[src/ifc_ms_tick.sv]
`timescale 1ns/100ps
package ifc_pkg;
  // Clock and time base
  localparam int CLK_HZ      = 50_000_000;
  localparam int TICK_US     = 1000;
  localparam int TICK_CYCLES = CLK_HZ / 1_000_000 * TICK_US;
  // Register bus
  localparam int ADDR_W = 8;
  localparam logic [ADDR_W-1:0] OFF_CMD       = 8'h00;
  localparam logic [ADDR_W-1:0] OFF_PAYLOAD   = 8'h04;
  localparam logic [ADDR_W-1:0] OFF_RESP_CHAN = 8'h08;
  localparam logic [ADDR_W-1:0] OFF_RESP_DATA = 8'h0c;
  localparam logic [ADDR_W-1:0] OFF_STATUS    = 8'h10;
  localparam logic [1:0] AXI_OKAY   = 2'h0;
  localparam logic [1:0] AXI_SLVERR = 2'h2;
  // Field positions
  localparam int CMD_WR_BIT     = 8;
  localparam int RESP_VALID_BIT = 31;
  localparam int SB_IND         = 0;
  localparam int SB_FLASH       = 1;
  localparam int SB_REPORT      = 2;
  localparam int SB_BUSY        = 3;
  localparam int SB_FULL        = 4;
  // Channel codes
  localparam int CHAN_W = 3;
  localparam logic [CHAN_W-1:0] CH_LEVEL  = 3'h0;
  localparam logic [CHAN_W-1:0] CH_FLASH  = 3'h1;
  localparam logic [CHAN_W-1:0] CH_ON     = 3'h2;
  localparam logic [CHAN_W-1:0] CH_OFF    = 3'h3;
  localparam logic [CHAN_W-1:0] CH_COUNT  = 3'h4;
  localparam logic [CHAN_W-1:0] CH_REPORT = 3'h5;
  // Payload values and reset values
  localparam logic signed [31:0] PL_ONE   = 32'sh1;
  localparam logic signed [31:0] PL_ZERO  = 32'sh0;
  localparam logic signed [31:0] CNT_INF  = -32'sh1;
  localparam logic signed [31:0] DEF_ON   = 32'sh1f4;
  localparam logic signed [31:0] DEF_OFF  = 32'sh1f4;
  localparam logic signed [31:0] DEF_CNT  = -32'sh1;
  localparam int                 Q_DEPTH  = 4;
  typedef enum logic [2:0] {
    FL_IDLE = 3'h1,
    FL_HIGH = 3'h2,
    FL_LOW  = 3'h4
  } ifc_state_t;
endpackage : ifc_pkg

module ifc_ms_tick #(
  parameter int unsigned CYCLES = ifc_pkg::TICK_CYCLES
) (
  // Clock and reset
  input  wire logic aclk,
  input  wire logic aresetn,
  // Control
  input  wire logic clear,
  output logic      tick
);
  localparam int W = (CYCLES > 1) ? $clog2(CYCLES) : 1;
  localparam logic [W-1:0] LAST = W'(CYCLES - 1);

  logic [W-1:0] cnt_q;
  logic [W-1:0] cnt_d;

  assign tick  = (cnt_q == LAST) && !clear;
  assign cnt_d = (clear || tick) ? '0 : cnt_q + W'(1);

  always_ff @(posedge aclk) begin
    if (!aresetn) begin
      cnt_q <= '0;
    end else begin
      cnt_q <= cnt_d;
    end
  end
endmodule : ifc_ms_tick

[src/ifc_top.sv]
`timescale 1ns/100ps
// Functional notes
// [RQ1] Flash write of 1 starts flashing, then answers on the flash channel.
// [RQ2] Starting to flash overrides the steady indicator level.
// [RQ3] Flash write of 0 stops flashing and answers.
// [RQ4] Other flash payloads only produce an answer.
// [RQ5] Indicator high for on duration, low for off duration, in milliseconds.
// [RQ6] Durations update only on positive payloads.
// [RQ7] Negative cycle count flashes until a stop command.
// [RQ8] Positive count flashes that many cycles, then holds indicator low. A count of 0 flashes until a stop command.
// [RQ9] Each completed cycle decrements a non-negative count by one.
// [RQ10] Count reaching zero: set -1, stop, answer flash then count.
// [RQ11] Reporting set by 1, cleared by 0, others leave it.
// [RQ12] Reporting and flashing: answer indicator level at every transition.
// [RQ13] Parameter writes answer with the value after the write.
// [RQ14] Parameter reads answer with the current value.
// [RQ15] Flash answer is 1 while flashing, else 0.
// [RQ16] Level write 1 or 0 drives indicator and cancels flashing.
// [RQ17] Level answer is 1 when indicator high, else 0.
// [RQ18] Reads on any channel answer and change nothing.
// [RQ19] A millisecond tick derived from the clock times the phases.
// [RQ20] Flashing starts in the high phase with timing from zero.
// [RQ21] Answers due together are queued and emitted in turn.
module ifc_top #(
  parameter int unsigned      TICK_CYCLES = ifc_pkg::TICK_CYCLES,
  parameter logic signed [31:0] RST_ON    = ifc_pkg::DEF_ON,
  parameter logic signed [31:0] RST_OFF   = ifc_pkg::DEF_OFF,
  parameter logic signed [31:0] RST_CNT   = ifc_pkg::DEF_CNT,
  parameter int unsigned      DEPTH       = ifc_pkg::Q_DEPTH
) (
  // Clock and reset
  input  wire logic                      aclk,
  input  wire logic                      aresetn,
  // AXI4-Lite write address and data
  input  wire logic                      s_axi_awvalid,
  output logic                           s_axi_awready,
  input  wire logic [ifc_pkg::ADDR_W-1:0] s_axi_awaddr,
  input  wire logic [2:0]                s_axi_awprot,
  input  wire logic                      s_axi_wvalid,
  output logic                           s_axi_wready,
  input  wire logic [31:0]               s_axi_wdata,
  input  wire logic [3:0]                s_axi_wstrb,
  // AXI4-Lite write response
  output logic                           s_axi_bvalid,
  input  wire logic                      s_axi_bready,
  output logic [1:0]                     s_axi_bresp,
  // AXI4-Lite read
  input  wire logic                      s_axi_arvalid,
  output logic                           s_axi_arready,
  input  wire logic [ifc_pkg::ADDR_W-1:0] s_axi_araddr,
  input  wire logic [2:0]                s_axi_arprot,
  output logic                           s_axi_rvalid,
  input  wire logic                      s_axi_rready,
  output logic [31:0]                    s_axi_rdata,
  output logic [1:0]                     s_axi_rresp,
  // Indicator pin
  output logic                           onboard_indicator
);
  localparam int AW = ifc_pkg::ADDR_W;
  localparam int CW = ifc_pkg::CHAN_W;
  localparam int PW = (DEPTH > 1) ? $clog2(DEPTH) : 1;
  localparam logic [PW:0] DEPTH_C = (PW + 1)'(DEPTH);

  // Bus state
  logic          aw_hold_q;
  logic [AW-1:0] aw_addr_q;
  logic          w_hold_q;
  logic [31:0]   w_data_q;
  logic [3:0]    w_strb_q;
  logic          bvalid_q;
  logic [1:0]    bresp_q;
  logic          rvalid_q;
  logic [31:0]   rdata_q;
  logic [1:0]    rresp_q;
  logic [31:0]   payload_q;

  // Flash engine state
  ifc_pkg::ifc_state_t state_q, state_d;
  logic [31:0]         phase_q, phase_d;
  logic                ind_q, ind_d;
  logic signed [31:0]  on_q, on_d;
  logic signed [31:0]  off_q, off_d;
  logic signed [31:0]  cnt_q, cnt_d;
  logic                rep_q, rep_d;
  logic                set_flash, set_count, set_level, tick_clear;

  // Pending answers and queue
  logic          p_cmd_q, p_flash_q, p_count_q, p_level_q;
  logic [CW-1:0] cmd_chan_q;
  logic [CW+31:0] mem_q [DEPTH];
  logic [PW-1:0] wr_ptr_q, rd_ptr_q;
  logic [PW:0]   fill_q;

  function automatic logic [31:0] resp_value(input logic [CW-1:0] ch);
    logic [31:0] v;
    v = '0;
    case (ch)
      ifc_pkg::CH_LEVEL:  v = {31'h0, ind_q};                    // RQ17
      ifc_pkg::CH_FLASH:  v = {31'h0, state_q != ifc_pkg::FL_IDLE}; // RQ15
      ifc_pkg::CH_ON:     v = on_q;                              // RQ14
      ifc_pkg::CH_OFF:    v = off_q;
      ifc_pkg::CH_COUNT:  v = cnt_q;
      ifc_pkg::CH_REPORT: v = {31'h0, rep_q};
      default:            v = '0;
    endcase
    return v;
  endfunction : resp_value

  function automatic logic hit(input logic [AW-1:0] a,
                               input logic [AW-1:0] off);
    return a[AW-1:2] == off[AW-1:2];
  endfunction : hit

  // Millisecond time base
  logic ms_tick;
  ifc_ms_tick #(.CYCLES(TICK_CYCLES)) ifc_ms_tick_inst (
    .aclk    (aclk),
    .aresetn (aresetn),
    .clear   (tick_clear),
    .tick    (ms_tick)
  ); // RQ19

  // Write channel decode
  wire do_write  = aw_hold_q && w_hold_q && !bvalid_q;
  wire wr_cmd    = do_write && hit(aw_addr_q, ifc_pkg::OFF_CMD);
  wire wr_pay    = do_write && hit(aw_addr_q, ifc_pkg::OFF_PAYLOAD);
  wire wr_ok     = hit(aw_addr_q, ifc_pkg::OFF_PAYLOAD) ||
                   (hit(aw_addr_q, ifc_pkg::OFF_CMD) && !p_cmd_q);
  // A command is refused while its previous answer is still pending
  wire cmd_fire  = wr_cmd && !p_cmd_q;
  wire [CW-1:0] cmd_chan = w_data_q[CW-1:0];
  wire cmd_wr    = w_data_q[ifc_pkg::CMD_WR_BIT];
  wire signed [31:0] pl = payload_q;
  wire pl_bin    = (pl == ifc_pkg::PL_ONE) || (pl == ifc_pkg::PL_ZERO);

  assign s_axi_awready = !aw_hold_q;
  assign s_axi_wready  = !w_hold_q;
  assign s_axi_bvalid  = bvalid_q;
  assign s_axi_bresp   = bresp_q;

  // Read channel decode
  wire ar_take   = s_axi_arvalid && !rvalid_q;
  wire q_empty   = (fill_q == '0);
  wire q_full    = (fill_q == DEPTH_C);
  wire pop       = ar_take && !q_empty &&
                   hit(s_axi_araddr, ifc_pkg::OFF_RESP_DATA);
  wire [CW+31:0] q_head = mem_q[rd_ptr_q];
  wire ar_known  = hit(s_axi_araddr, ifc_pkg::OFF_CMD) ||
                   hit(s_axi_araddr, ifc_pkg::OFF_PAYLOAD) ||
                   hit(s_axi_araddr, ifc_pkg::OFF_RESP_CHAN) ||
                   hit(s_axi_araddr, ifc_pkg::OFF_RESP_DATA) ||
                   hit(s_axi_araddr, ifc_pkg::OFF_STATUS);
  wire [31:0] status_word =
    (32'h1 << ifc_pkg::SB_IND)    & {32{ind_q}} |
    (32'h1 << ifc_pkg::SB_FLASH)  & {32{state_q != ifc_pkg::FL_IDLE}} |
    (32'h1 << ifc_pkg::SB_REPORT) & {32{rep_q}} |
    (32'h1 << ifc_pkg::SB_BUSY)   & {32{p_cmd_q}} |
    (32'h1 << ifc_pkg::SB_FULL)   & {32{q_full}};
  wire [31:0] rd_word =
    hit(s_axi_araddr, ifc_pkg::OFF_PAYLOAD)   ? payload_q :
    hit(s_axi_araddr, ifc_pkg::OFF_RESP_CHAN) ?
      ({32{!q_empty}} & ((32'h1 << ifc_pkg::RESP_VALID_BIT) |
                         {{(32-CW){1'b0}}, q_head[CW+31:32]})) :
    hit(s_axi_araddr, ifc_pkg::OFF_RESP_DATA) ?
      ({32{!q_empty}} & q_head[31:0]) :
    hit(s_axi_araddr, ifc_pkg::OFF_STATUS)    ? status_word : 32'h0;

  assign s_axi_arready = !rvalid_q;
  assign s_axi_rvalid  = rvalid_q;
  assign s_axi_rdata   = rdata_q;
  assign s_axi_rresp   = rresp_q;
  assign onboard_indicator = ind_q;

  // Answer arbitration: flash status is served before cycle count
  wire any_pend  = p_cmd_q || p_flash_q || p_count_q || p_level_q;
  wire push      = any_pend && !q_full; // RQ21
  wire [CW-1:0] sel_chan = p_cmd_q   ? cmd_chan_q :
                           p_flash_q ? ifc_pkg::CH_FLASH :
                           p_count_q ? ifc_pkg::CH_COUNT :
                                       ifc_pkg::CH_LEVEL; // RQ10
  wire clr_cmd   = push && p_cmd_q;
  wire clr_flash = push && !p_cmd_q && p_flash_q;
  wire clr_count = push && !p_cmd_q && !p_flash_q && p_count_q;
  wire clr_level = push && !p_cmd_q && !p_flash_q && !p_count_q;

  wire [31:0] phase_inc = phase_q + 32'h1;
  wire [31:0] dur = (state_q == ifc_pkg::FL_HIGH) ? on_q : off_q;
  wire signed [31:0] cnt_dec = cnt_q - 32'sh1;

  // Flash engine next state; a write command wins over a tick in the same cycle
  always_comb begin
    state_d    = state_q;
    phase_d    = phase_q;
    ind_d      = ind_q;
    on_d       = on_q;
    off_d      = off_q;
    cnt_d      = cnt_q;
    rep_d      = rep_q;
    set_flash  = 1'b0;
    set_count  = 1'b0;
    set_level  = 1'b0;
    tick_clear = 1'b0;
    if (cmd_fire && cmd_wr) begin // RQ18
      case (cmd_chan)
        ifc_pkg::CH_LEVEL: begin
          if (pl_bin) begin
            ind_d   = pl[0];
            state_d = ifc_pkg::FL_IDLE; // RQ16
          end
        end
        ifc_pkg::CH_FLASH: begin
          if (pl == ifc_pkg::PL_ONE) begin
            state_d    = ifc_pkg::FL_HIGH; // RQ1
            phase_d    = '0;               // RQ20
            ind_d      = 1'b1;             // RQ2
            tick_clear = 1'b1;
            set_level  = rep_q;            // RQ12
          end else if (pl == ifc_pkg::PL_ZERO) begin
            state_d = ifc_pkg::FL_IDLE;    // RQ3
            ind_d   = 1'b0;
          end // RQ4
          // Any other payload only answers, with no other effect
        end
        ifc_pkg::CH_ON: begin
          if (pl > ifc_pkg::PL_ZERO) begin
            on_d = pl; // RQ6
          end
        end
        ifc_pkg::CH_OFF: begin
          if (pl > ifc_pkg::PL_ZERO) begin
            off_d = pl; // RQ6
          end
        end
        ifc_pkg::CH_COUNT: begin
          cnt_d = pl; // RQ7
        end
        ifc_pkg::CH_REPORT: begin
          if (pl_bin) begin
            rep_d = pl[0]; // RQ11
          end
        end
        default: begin
        end
      endcase
    end else if (ms_tick && state_q != ifc_pkg::FL_IDLE) begin
      if (phase_inc >= dur) begin // RQ5
        phase_d = '0;
        if (state_q == ifc_pkg::FL_HIGH) begin
          state_d   = ifc_pkg::FL_LOW;
          ind_d     = 1'b0;
          set_level = rep_q; // RQ12
        end else if (!cnt_q[31] && cnt_dec == ifc_pkg::PL_ZERO) begin
          cnt_d     = ifc_pkg::CNT_INF;  // RQ10
          state_d   = ifc_pkg::FL_IDLE;  // RQ8
          set_flash = 1'b1;
          set_count = 1'b1;
        end else begin
          if (!cnt_q[31]) begin
            cnt_d = cnt_dec; // RQ9
          end
          state_d   = ifc_pkg::FL_HIGH;
          ind_d     = 1'b1;
          set_level = rep_q; // RQ12
        end
      end else begin
        phase_d = phase_inc;
      end
    end
  end

  always_ff @(posedge aclk) begin
    if (!aresetn) begin
      state_q <= ifc_pkg::FL_IDLE;
      phase_q <= '0;
      ind_q   <= 1'b0;
      on_q    <= RST_ON;
      off_q   <= RST_OFF;
      cnt_q   <= RST_CNT;
      rep_q   <= 1'b0;
    end else begin
      state_q <= state_d;
      phase_q <= phase_d;
      ind_q   <= ind_d;
      on_q    <= on_d;
      off_q   <= off_d;
      cnt_q   <= cnt_d;
      rep_q   <= rep_d;
    end
  end

  // Pending answers: a new request always wins over the clear
  always_ff @(posedge aclk) begin
    if (!aresetn) begin
      p_cmd_q    <= 1'b0;
      p_flash_q  <= 1'b0;
      p_count_q  <= 1'b0;
      p_level_q  <= 1'b0;
      cmd_chan_q <= ifc_pkg::CH_LEVEL;
    end else begin
      p_cmd_q   <= cmd_fire  || (p_cmd_q   && !clr_cmd); // RQ13
      p_flash_q <= set_flash || (p_flash_q && !clr_flash);
      p_count_q <= set_count || (p_count_q && !clr_count);
      p_level_q <= set_level || (p_level_q && !clr_level);
      if (cmd_fire) begin
        cmd_chan_q <= cmd_chan;
      end
    end
  end

  // Answer queue; values are sampled when an answer enters it
  always_ff @(posedge aclk) begin
    if (push) begin
      mem_q[wr_ptr_q] <= {sel_chan, resp_value(sel_chan)}; // RQ13
    end
  end

  always_ff @(posedge aclk) begin
    if (!aresetn) begin
      wr_ptr_q <= '0;
      rd_ptr_q <= '0;
      fill_q   <= '0;
    end else begin
      if (push) begin
        wr_ptr_q <= (wr_ptr_q == PW'(DEPTH - 1)) ? '0 : wr_ptr_q + PW'(1);
      end
      if (pop) begin
        rd_ptr_q <= (rd_ptr_q == PW'(DEPTH - 1)) ? '0 : rd_ptr_q + PW'(1);
      end
      fill_q <= fill_q + (PW + 1)'(push) - (PW + 1)'(pop); // RQ21
    end
  end

  // AXI4-Lite write path
  always_ff @(posedge aclk) begin
    if (!aresetn) begin
      aw_hold_q <= 1'b0;
      aw_addr_q <= '0;
      w_hold_q  <= 1'b0;
      w_data_q  <= '0;
      w_strb_q  <= '0;
      bvalid_q  <= 1'b0;
      bresp_q   <= ifc_pkg::AXI_OKAY;
    end else begin
      if (s_axi_awvalid && !aw_hold_q) begin
        aw_hold_q <= 1'b1;
        aw_addr_q <= s_axi_awaddr;
      end else if (do_write) begin
        aw_hold_q <= 1'b0;
      end
      if (s_axi_wvalid && !w_hold_q) begin
        w_hold_q <= 1'b1;
        w_data_q <= s_axi_wdata;
        w_strb_q <= s_axi_wstrb;
      end else if (do_write) begin
        w_hold_q <= 1'b0;
      end
      if (do_write) begin
        bvalid_q <= 1'b1;
        bresp_q  <= wr_ok ? ifc_pkg::AXI_OKAY : ifc_pkg::AXI_SLVERR;
      end else if (s_axi_bready) begin
        bvalid_q <= 1'b0;
      end
    end
  end

  // Payload holding register honours byte strobes
  always_ff @(posedge aclk) begin
    if (!aresetn) begin
      payload_q <= '0;
    end else if (wr_pay) begin
      for (int i = 0; i < 4; i++) begin
        if (w_strb_q[i]) begin
          payload_q[8*i +: 8] <= w_data_q[8*i +: 8];
        end
      end
    end
  end

  // AXI4-Lite read path
  always_ff @(posedge aclk) begin
    if (!aresetn) begin
      rvalid_q <= 1'b0;
      rdata_q  <= '0;
      rresp_q  <= ifc_pkg::AXI_OKAY;
    end else if (ar_take) begin
      rvalid_q <= 1'b1;
      rdata_q  <= rd_word;
      rresp_q  <= ar_known ? ifc_pkg::AXI_OKAY : ifc_pkg::AXI_SLVERR;
    end else if (s_axi_rready) begin
      rvalid_q <= 1'b0;
    end
  end
endmodule : ifc_top

[config.mk]
export PLATFORM = sky130hd
export DESIGN_NAME = ifc_top
export DESIGN_NICKNAME = d
export VERILOG_FILES = /design/src/ifc_ms_tick.sv /design/src/ifc_top.sv
export SDC_FILE = /design/constraint.sdc
export NUM_CORES = 1
export LEC_CHECK = 0
export CAP_MARGIN = 10
export CORE_MARGIN = 4
export CORE_UTILIZATION = 64
export CTS_CLUSTER_SIZE = 24
export DETAILED_ROUTE_END_ITERATION = 10
export DONT_BUFFER_PORTS = 1
export GPL_ROUTABILITY_DRIVEN = 0
export PLACE_DENSITY = 0.77
export SYNTH_ARGS = -nofsm -noshare
export SYNTH_HDL_FRONTEND = slang
export SYNTH_SLANG_ARGS = --single-unit
[constraint.sdc]
create_clock -name aclk -period 6.4 [get_ports aclk]
set_clock_uncertainty 0.05 [all_clocks]
set_input_delay 0.64 -clock aclk [delete_from_list [all_inputs] [get_ports aclk]]
set_output_delay 0.64 -clock aclk [all_outputs]
set_load 0.01 [all_outputs]
==> results of run 1 <==
==> cell usage after synthesis, types with 31 or more instances <==
cell type and count:
dfxtp_1 277, a21oi_1 130, mux2i_1 104, nor2_1 200, a221oi_1 31, o21ai_0 72
nor3_1 58, ha_1 44, edfxtp_1 140, clkbuf_1 101, nand2_1 299, xnor2_1 36
mux4_2 36, nand3_1 47, xor2_1 31
==> flip-flops by register name, indices dropped and copies added (netlist names), 2 cells and up, named ones only <==
name                    count
aw_addr_q                   6
cmd_chan_q                  3
cnt_q                      32
fill_q                      3
ifc_ms_tick_inst.cnt_q     16
mem_q                     140
off_q                      32
on_q                       32
payload_q                  32
phase_q                    32
rd_ptr_q                    2
s_axi_rdata                32
state_q                     3
w_data_q                   32
w_strb_q                    4
wr_ptr_q                    2
==> power breakdown <==
| group | internal (W) | switching (W) |
|---|---|---|
| sequential | 0.00276 | 0.0000368 |
| combinational | 0.0000452 | 0.0000894 |
| clock | 0.00135 | 0.00103 |
==> worst paths after layout <==
check / cells after the start / end / slack (ns) / start
setup / recovery: 16 / cnt_q[27] / 0.79 / phase_q[0]
hold reg to reg: 1 / ifc_ms_tick_inst.cnt_q[0] / 0.39 / ifc_ms_tick_inst.cnt_q[0]
setup reg to reg: 16 / cnt_q[27] / 0.79 / phase_q[0]
hold / removal: 1 / off_q[7] / 0.14 / aresetn
==> critical path, cell delays in order (launching register included) <==
cell and delay (ns):
dfxtp_1 0.41, ha_1 0.25, nand3_1 0.19, nor4_1 0.53
nand4_1 0.38, or2_2 0.46, nor2_1 0.16, xor2_1 0.29
ha_1 0.20, nand4_1 0.14, nor4_1 0.40, nand2_1 0.09
a21oi_1 0.18, a211oi_1 0.16, or4_1 0.89, o311a_1 0.48
a211o_1 0.26
==> through the flow <==
stage | std cells | instance area, um2 | worst slack [ns] | utilization, %
global placement | 2244 | 19550 | 0.9918 | 65.60
detailed placement | 2244 | 19550 | 0.9334 | 65.60
global route | 2324 | 20910 | 0.3089 | 70.18
floorplan | 1972 | 19430 | 1.897 | -
finish | 2324 | 20910 | 0.7939 | 70.18
CTS | 2323 | 20900 | 0.8822 | 70.13
==> layout make-up <==
type / count / area [um2]
clock buffers: 63 / 1241
clock inverters: 16 / 106.4
fillers: 2300 / 8886
inverters: 24 / 95.09
multi-input cells: 1389 / 9032
flip-flops and latches: 417 / 9752
well taps: 390 / 488.0
repair buffers: 25 / 195.2
==> logic make-up (layout without fill, tap and decap cells) <==
| group | Yosys count | in the layout |
|---|---|---|
| AND/OR/NAND/NOR | 766 | 766 |
| flip-flops | 417 | 417 |
| AO/OA/AOI/OAI | 363 | 363 |
| buffers and inverters | 166 | 128 |
| multiplexers | 146 | 146 |
| XOR/XNOR | 67 | 67 |
| adder cells (fa/ha/maj) | 45 | 45 |
| other | 1 | 2 |
==> routing by layer <==
metal	wire length (um)	share of wire (%)	up-vias
li1	-	-	6988
met1	20530	40	7423
met2	23230	45	804
met3	5875	11	127
met4	1563	3.1	0
met5	0	0	-
==> impl_metrics.json, run 1 <==
{
  "status": "finished, final reports clean",
  "synth_edf_count": 140,
  "powerDensity_nw_per_um2": 254.0,
  "via_per_inst": 6.602,
  "cp-start-kind": "flip-flop",
  "antenna_found_initial": 0,
  "grt-ovfl-total": 0,
  "maxSlewViolCount": 0,
  "start_util_pct": 65.19,
  "nets": 2010,
  "hold_ws_ns": 0.1374,
  "cts_resized": 0,
  "synth_top_area_share_pct": 28.55,
  "final_common_cell": "nand2_1",
  "die_h_um": 182.2,
  "ioPinCount": 107,
  "tightest_slew_ns": 1.237,
  "drc": 0,
  "synth-simple-area-share_pct": 18.46,
  "synth_top_family_by_area": "simple AND/OR/NAND/NOR gates",
  "synth_fa_ha_area_share_pct": 2.937,
  "slew_headroom_pct": 16.97,
  "post-route-period-util_pct": 87.59,
  "rows": 63,
  "detail-route-antenna-nets": 0,
  "cap_violations": 0,
  "synth_top_cells_by_area": "dfxtp_1 (29%), edfxtp_1 (22%), nand2_1 (5.8%)",
  "clock_sinks": 417,
  "grt_pass1_vias": 14600,
  "tns_ns": 0,
  "cts_tree": "yes",
  "routedWlPerCell_um": 22.03,
  "grtUsageTotal_pct": 30.29,
  "crit_required_ns": 6.78,
  "area_growth_pct": 7.653,
  "wl_mm": 51.20,
  "hold_path_class": "in2reg",
  "min_period_ns": 5.606,
  "ys_dominant_reg_cell": "dfxtp_1",
  "dp_hpwl_mm": 34.20,
  "synth_area_leader_cell": "dfxtp_1",
  "hold_viol": 0,
  "io_buffers": 0,
  "clk_latency_ns": 0.55,
  "grt_max_degree": 115,
  "die-area_um2": 33200,
  "synth_mux_area_share_pct": 9.894,
  "h-tree-depth": 2,
  "avgSynthCellArea_um2": 9.855,
  "cp-end-kind": "flip-flop",
  "die_x_um": 182.2,
  "post_cts_buffers": 0,
  "max_freq_mhz": 178.4,
  "coreArea_um2": 29800,
  "p_leak_nw": 7.442,
  "clockBufferDepth": 3,
  "setup_viol": 0,
  "synth.distinct_cells": 80,
  "synth-seq-area-share_pct": 50.19,
  "worstPathMaxFanout": 18,
  "busiest_layer": "met2",
  "async_flop_share_pct": 0,
  "holdBufCountCts": 0,
  "grtUsageMet1_pct": 43.04,
  "arrival_ns": 5.99,
  "numCtsBuffers": 43,
  "use_met2_pct": 47.31,
  "final_cell_mix": "nand2_1 (299), dfxtp_1 (275), nor2_1 (198), edfxtp_1 (140), a21oi_1 (130)",
  "root_buffer": "clkbuf_16",
  "synth-seq-cells": 417,
  "worstSetupPathType": "reg2reg",
  "grt_pass1_wl_mm": 80.17,
  "grt_use_met3_pct": 6.259,
  "syn_inst": 1971,
  "drtPass1Iterations": 7,
  "ir_drop_v": 0.0002319,
  "drive_gt1_share_pct": 8.583,
  "yosysWarnings": 0,
  "dr_total_vias": 15342,
  "syn-cell-area_um2": 19420,
  "synth_compound_area_share_pct": 11.89,
  "rsz0062_at_grt": "no",
  "p_total_w": 0.005311,
  "drt-initial-drc-count": 1677,
  "path_clk_slew_ns": 0.07,
  "antenna_cells": 0,
  "synth_xor_area_share_pct": 3.021
}
(Power assumes the default switching activity.)
==> run 2: changes to the inputs <==
- GPL_TIMING_DRIVEN: default -> 0
==> impl_metrics.json, run 2 (same netlist as run 1, synthesis figures left out) <==
{
  "r2r-end": "cnt_q[9]",
  "top_register": "mem_q",
  "tns_ns": 0,
  "wl_mm": 57.74,
  "cp-start-kind": "flip-flop",
  "coreArea_um2": 29800,
  "worstSetupPathType": "reg2reg",
  "h-tree-depth": 2,
  "grt_pass1_wl_mm": 87.40,
  "grtUsageTotal_pct": 33.89,
  "drc": 0,
  "post_cts_buffers": 0,
  "holdBufCountCts": 0,
  "numCtsBuffers": 42,
  "antenna_found_initial": 1,
  "maxSlewViolCount": 0,
  "final_cell_mix": "nand2_1 (299), dfxtp_1 (277), nor2_1 (200), edfxtp_1 (140), a21oi_1 (130)",
  "dr_total_vias": 16064,
  "start_util_pct": 65.19,
  "hold_viol": 0,
  "rr_startpoint": "phase_q[0]",
  "detail-route-antenna-nets": 0,
  "hold_path_class": "in2reg",
  "worstPathMaxFanout": 10,
  "path_clk_slew_ns": 0.06,
  "root_buffer": "clkbuf_16",
  "p_leak_nw": 7.632,
  "status": "finished, final reports clean",
  "crit_required_ns": 6.80,
  "tightest_slew_ns": 1.181,
  "final_cell_area_um2": 21460,
  "p_total_w": 0.005506,
  "arrival_ns": 6.24,
  "die_x_um": 182.2,
  "nets": 2131,
  "final_common_cell": "nand2_1",
  "hold_start": "s_axi_rready",
  "cts_tree": "yes",
  "ir_drop_v": 0.0002506,
  "via_per_inst": 6.573,
  "clk_latency_ns": 0.56,
  "rows": 63,
  "dp_hpwl_mm": 41.80,
  "drt-initial-drc-count": 2372,
  "hold-path-endpoint": "s_axi_rvalid",
  "setup_viol": 0,
  "ioPinCount": 107,
  "postLayoutSetupSlackWorst_ns": 0.5588,
  "slew_headroom_pct": 20.54,
  "clock_sinks": 417,
  "drive_gt1_share_pct": 8.082,
  "routedWlPerCell_um": 23.63,
  "io_buffers": 0,
  "largest_reg_flops": 140,
  "grt_pass1_vias": 15054,
  "placedInstanceArea_um2": 20010,
  "rsz0062_at_grt": "no",
  "post-route-period-util_pct": 91.27,
  "grt-ovfl-total": 0,
  "max_freq_mhz": 171.2,
  "ff2ff_setup_slack_ns": 0.56,
  "clockBufferDepth": 3,
  "cp-end-kind": "flip-flop",
  "grt_max_degree": 34,
  "rr_worst_depth": 18,
  "die_h_um": 182.2,
  "powerDensity_nw_per_um2": 256.6,
  "antenna_cells": 0,
  "min_period_ns": 5.841,
  "cts_resized": 0,
  "hold_path_depth": 1,
  "cap_violations": 0,
  "area_growth_pct": 10.49,
  "hold_ws_ns": 0.1412,
  "dp_slack_ns": 0.8266,
  "drtPass1Iterations": 6,
  "die-area_um2": 33200
}
-- run 2: cell types whose count changed in the layout (fill, tap and decap cells not counted), sizes merged --
cell / change
clkbuf: +93
buf: +20
clkinv: +8
bufinv: +5
inv: -4
clkinvlp: -2
-- run 2: through the flow --
| step | utilization [%] | std cells |
|---|---|---|
| global placement | 66.84 | 2362 |
| global route | 72.02 | 2444 |
| CTS | 72.02 | 2444 |
| detailed placement | 67.17 | 2367 |
| finish | 72.02 | 2444 |
| floorplan | - | 1972 |
-- run 2: final cells by class --
type | count | area, um2
buffer | 142 | 605.6
clock buffer | 54 | 1156
clock inverter | 23 | 290.3
fill | 2175 | 8335
inverter | 24 | 90.09
multi-input combinational | 1389 | 8994
sequential | 417 | 9749
tap | 390 | 488.0
timing repair buffer | 5 | 87.58
-- run 2: worst max-delay path by stage --
stage / from / endpoint / slack, ns / cells past startpoint
after floorplan: phase_q[0] / cnt_q[27] / 1.90 / 17
after global placement: phase_q[0] / cnt_q[9] / 0.79 / 18
after detailed placement: phase_q[0] / cnt_q[9] / 0.83 / 18
after CTS: phase_q[0] / cnt_q[9] / 0.70 / 18
after global routing: phase_q[0] / cnt_q[13] / 0.17 / 18
final: phase_q[0] / cnt_q[9] / 0.56 / 18
-- run 2: report_power, final --
group | switching, W | internal (W) | total (W)
Combinational | 0.000118 | 0.0000502 | 0.000168
Sequential | 0.0000319 | 0.00276 | 0.00279
Clock | 0.00106 | 0.00149 | 0.00255
-- run 2: critical path: stages, from the launching register on --
cell and delay (ns):
dfxtp_1 0.42, ha_1 0.27, nand3_1 0.18, nor4_1 0.54
nand4_1 0.39, or2_2 0.46, nor2_1 0.22, xor2_1 0.25
ha_1 0.28, nand4_1 0.12, nor4_1 0.09, nand2_1 0.07
a21oi_1 0.04, a211oi_1 0.81, or4_1 0.22, clkbuf_1 0.47
clkbuf_1 0.48, nor3_1 0.13, o31ai_1 0.25
-- run 2: layer usage --
layer | GRT usage (%) | share of wire, %
met3 | 6.777 | 12
met1 | 46.32 | 38
met5 | 0 | 0.023
met2 | 52.66 | 45
met4 | 15.40 | 5.3
==> run 3: changes to the inputs <==
- CORE_UTILIZATION: 64 -> 65
- CTS_BUF_LIST: default -> sky130_fd_sc_hd__clkbuf_4
- PLACE_DENSITY: 0.77 -> 0.78
==> impl_metrics.json, run 3 (same netlist as run 1, synthesis figures left out) <==
{
  "place_inst": 2367,
  "grt-ovfl-total": 0,
  "h-tree-depth": 3,
  "final_cell_mix": "nand2_1 (299), dfxtp_1 (277), nor2_1 (200), clkbuf_4 (148), edfxtp_1 (140)",
  "drtPass1Iterations": 10,
  "rows": 63,
  "worstPathMaxFanout": 10,
  "die_x_um": 180.9,
  "die-area_um2": 32710,
  "hold_path_class": "in2reg",
  "n_fill_cell": 2092,
  "grt_pass1_wl_mm": 90.56,
  "rr_startpoint": "phase_q[0]",
  "post-route-period-util_pct": 90.12,
  "clockBufferDepth": 3,
  "grtUsageTotal_pct": 35.30,
  "placedInstanceArea_um2": 20010,
  "worstSetupPathType": "reg2reg",
  "antenna_found_initial": 1,
  "maxSlewViolCount": 0,
  "powerDensity_nw_per_um2": 237.2,
  "largest_reg_flops": 140,
  "cts_resized": 0,
  "drc": 0,
  "numCtsBuffers": 104,
  "ioPinCount": 107,
  "routedWlPerCell_um": 22.57,
  "wl_mm": 58.89,
  "cts_tree": "yes",
  "rr_worst_depth": 18,
  "dr_total_vias": 16659,
  "tightest_slew_ns": 1.136,
  "setup_viol": 0,
  "detail-route-antenna-nets": 0,
  "crit_required_ns": 7.00,
  "endpoint": "cnt_q[28]",
  "rsz0062_at_grt": "no",
  "ir_drop_v": 0.0001759,
  "cp-start-kind": "flip-flop",
  "arrival_ns": 6.37,
  "p_total_w": 0.005174,
  "status": "finished, final reports clean",
  "worstSetupStartpoint": "phase_q[0]",
  "path_clk_slew_ns": 0.06,
  "final_cell_area_um2": 21810,
  "area_growth_pct": 12.29,
  "grt_pass1_vias": 16268,
  "max_freq_mhz": 173.4,
  "io_buffers": 0,
  "hold_viol": 0,
  "drive_gt1_share_pct": 11.74,
  "final_common_cell": "nand2_1",
  "slew_headroom_pct": 23.68,
  "nets": 2240,
  "root_buffer": "clkbuf_4",
  "start_util_pct": 65.71,
  "dp_hpwl_mm": 42.35,
  "die_h_um": 180.9,
  "clock_sinks": 417,
  "via_per_inst": 6.385,
  "clk_latency_ns": 0.83,
  "r2r-end": "cnt_q[28]",
  "coreArea_um2": 29560,
  "top_register": "mem_q",
  "layout.cells.non_filler": 2609,
  "p_leak_nw": 7.897,
  "grt_max_degree": 26,
  "drt-initial-drc-count": 2310,
  "cap_violations": 0,
  "ff2ff_setup_slack_ns": 0.63,
  "min_period_ns": 5.768,
  "tns_ns": 0,
  "cp-end-kind": "flip-flop"
}
-- run 3: cell type report --
cell class / count / area [um2] / area share [%]
Multi-Input combinational cell: 1389 / 8994 / 41.23
Clock inverter: 42 / 202.7 / 0.9293
Timing Repair Buffer: 52 / 558.0 / 2.559
Antenna cell: 5 / 12.51 / 0.05737
Sequential cell: 417 / 9749 / 44.70
Buffer: 142 / 605.6 / 2.777
Clock buffer: 148 / 1111 / 5.094
Inverter: 24 / 90.09 / 0.4130
Tap cell: 390 / 488.0 / 2.237
-- run 3: how the worst min path moves through the flow --
stage	startpoint	to	slack, ns	depth (start not counted)
2_1_floorplan	ifc_ms_tick_inst.cnt_q[0]	ifc_ms_tick_inst.cnt_q[0]	0.36	1
3_3_place_gp	ifc_ms_tick_inst.cnt_q[0]	ifc_ms_tick_inst.cnt_q[0]	0.37	1
3_5_place_dp	ifc_ms_tick_inst.cnt_q[0]	ifc_ms_tick_inst.cnt_q[0]	0.39	1
4_1_cts	s_axi_araddr[2]	s_axi_rdata[1]	0.13	3
5_1_grt	s_axi_araddr[2]	s_axi_rdata[0]	0.14	3
6_report	s_axi_araddr[2]	s_axi_rdata[1]	0.16	3
-- run 3: metrics by stage --
stage,utilization [%],setup WS (ns),hold WS [ns]
6_report,73.79,0.6325,0.1604
5_1_grt,73.78,0.2196,0.1438
4_1_cts,73.74,0.7237,0.1286
3_5_place_dp,67.71,0.7487,0.3890
3_3_place_gp,67.37,0.7848,0.3743
2_1_floorplan,-,1.897,0.3632
-- run 3: where the power goes --
group	switching, W	internal (W)
registers	0.0000322	0.00276
clock network	0.00111	0.00108
logic	0.000125	0.0000694
total	0.00127	0.00391
-- run 3: worst max-delay path, cell delays in order, from the launching register on --
cell and delay [ns]:
dfxtp_1 0.43, ha_1 0.28, nand3_1 0.18, nor4_1 0.58, nand4_1 0.38, or2_2 0.45, nor2b_1 0.23, xor2_1 0.14
ha_1 0.31, nand4_1 0.10, nor4_1 0.41, nand2_1 0.10, a21oi_1 0.17, a211oi_1 0.23, or4_1 0.52, clkbuf_1 0.32
clkbuf_1 0.33, o32ai_1 0.36, o21ai_1 0.09
-- run 3: routing by layer --
| layer | track usage [%] | wire, um | up-vias |
|---|---|---|---|
| met5 | 0 | 0 | - |
| met4 | 17.57 | 3159 | 0 |
| met3 | 9.201 | 7141 | 226 |
| met2 | 55.30 | 26740 | 1080 |
| met1 | 45.77 | 21850 | 7821 |
| li1 | - | - | 7532 |
-- run 3: repair_timing --
| action | 4_1_cts | 5_1_grt |
|---|---|---|
| hold buffers | 47 | 0 |
| buffers inserted | 0 | 0 |
| endpoints found under the hold margin | 46 | 0 |
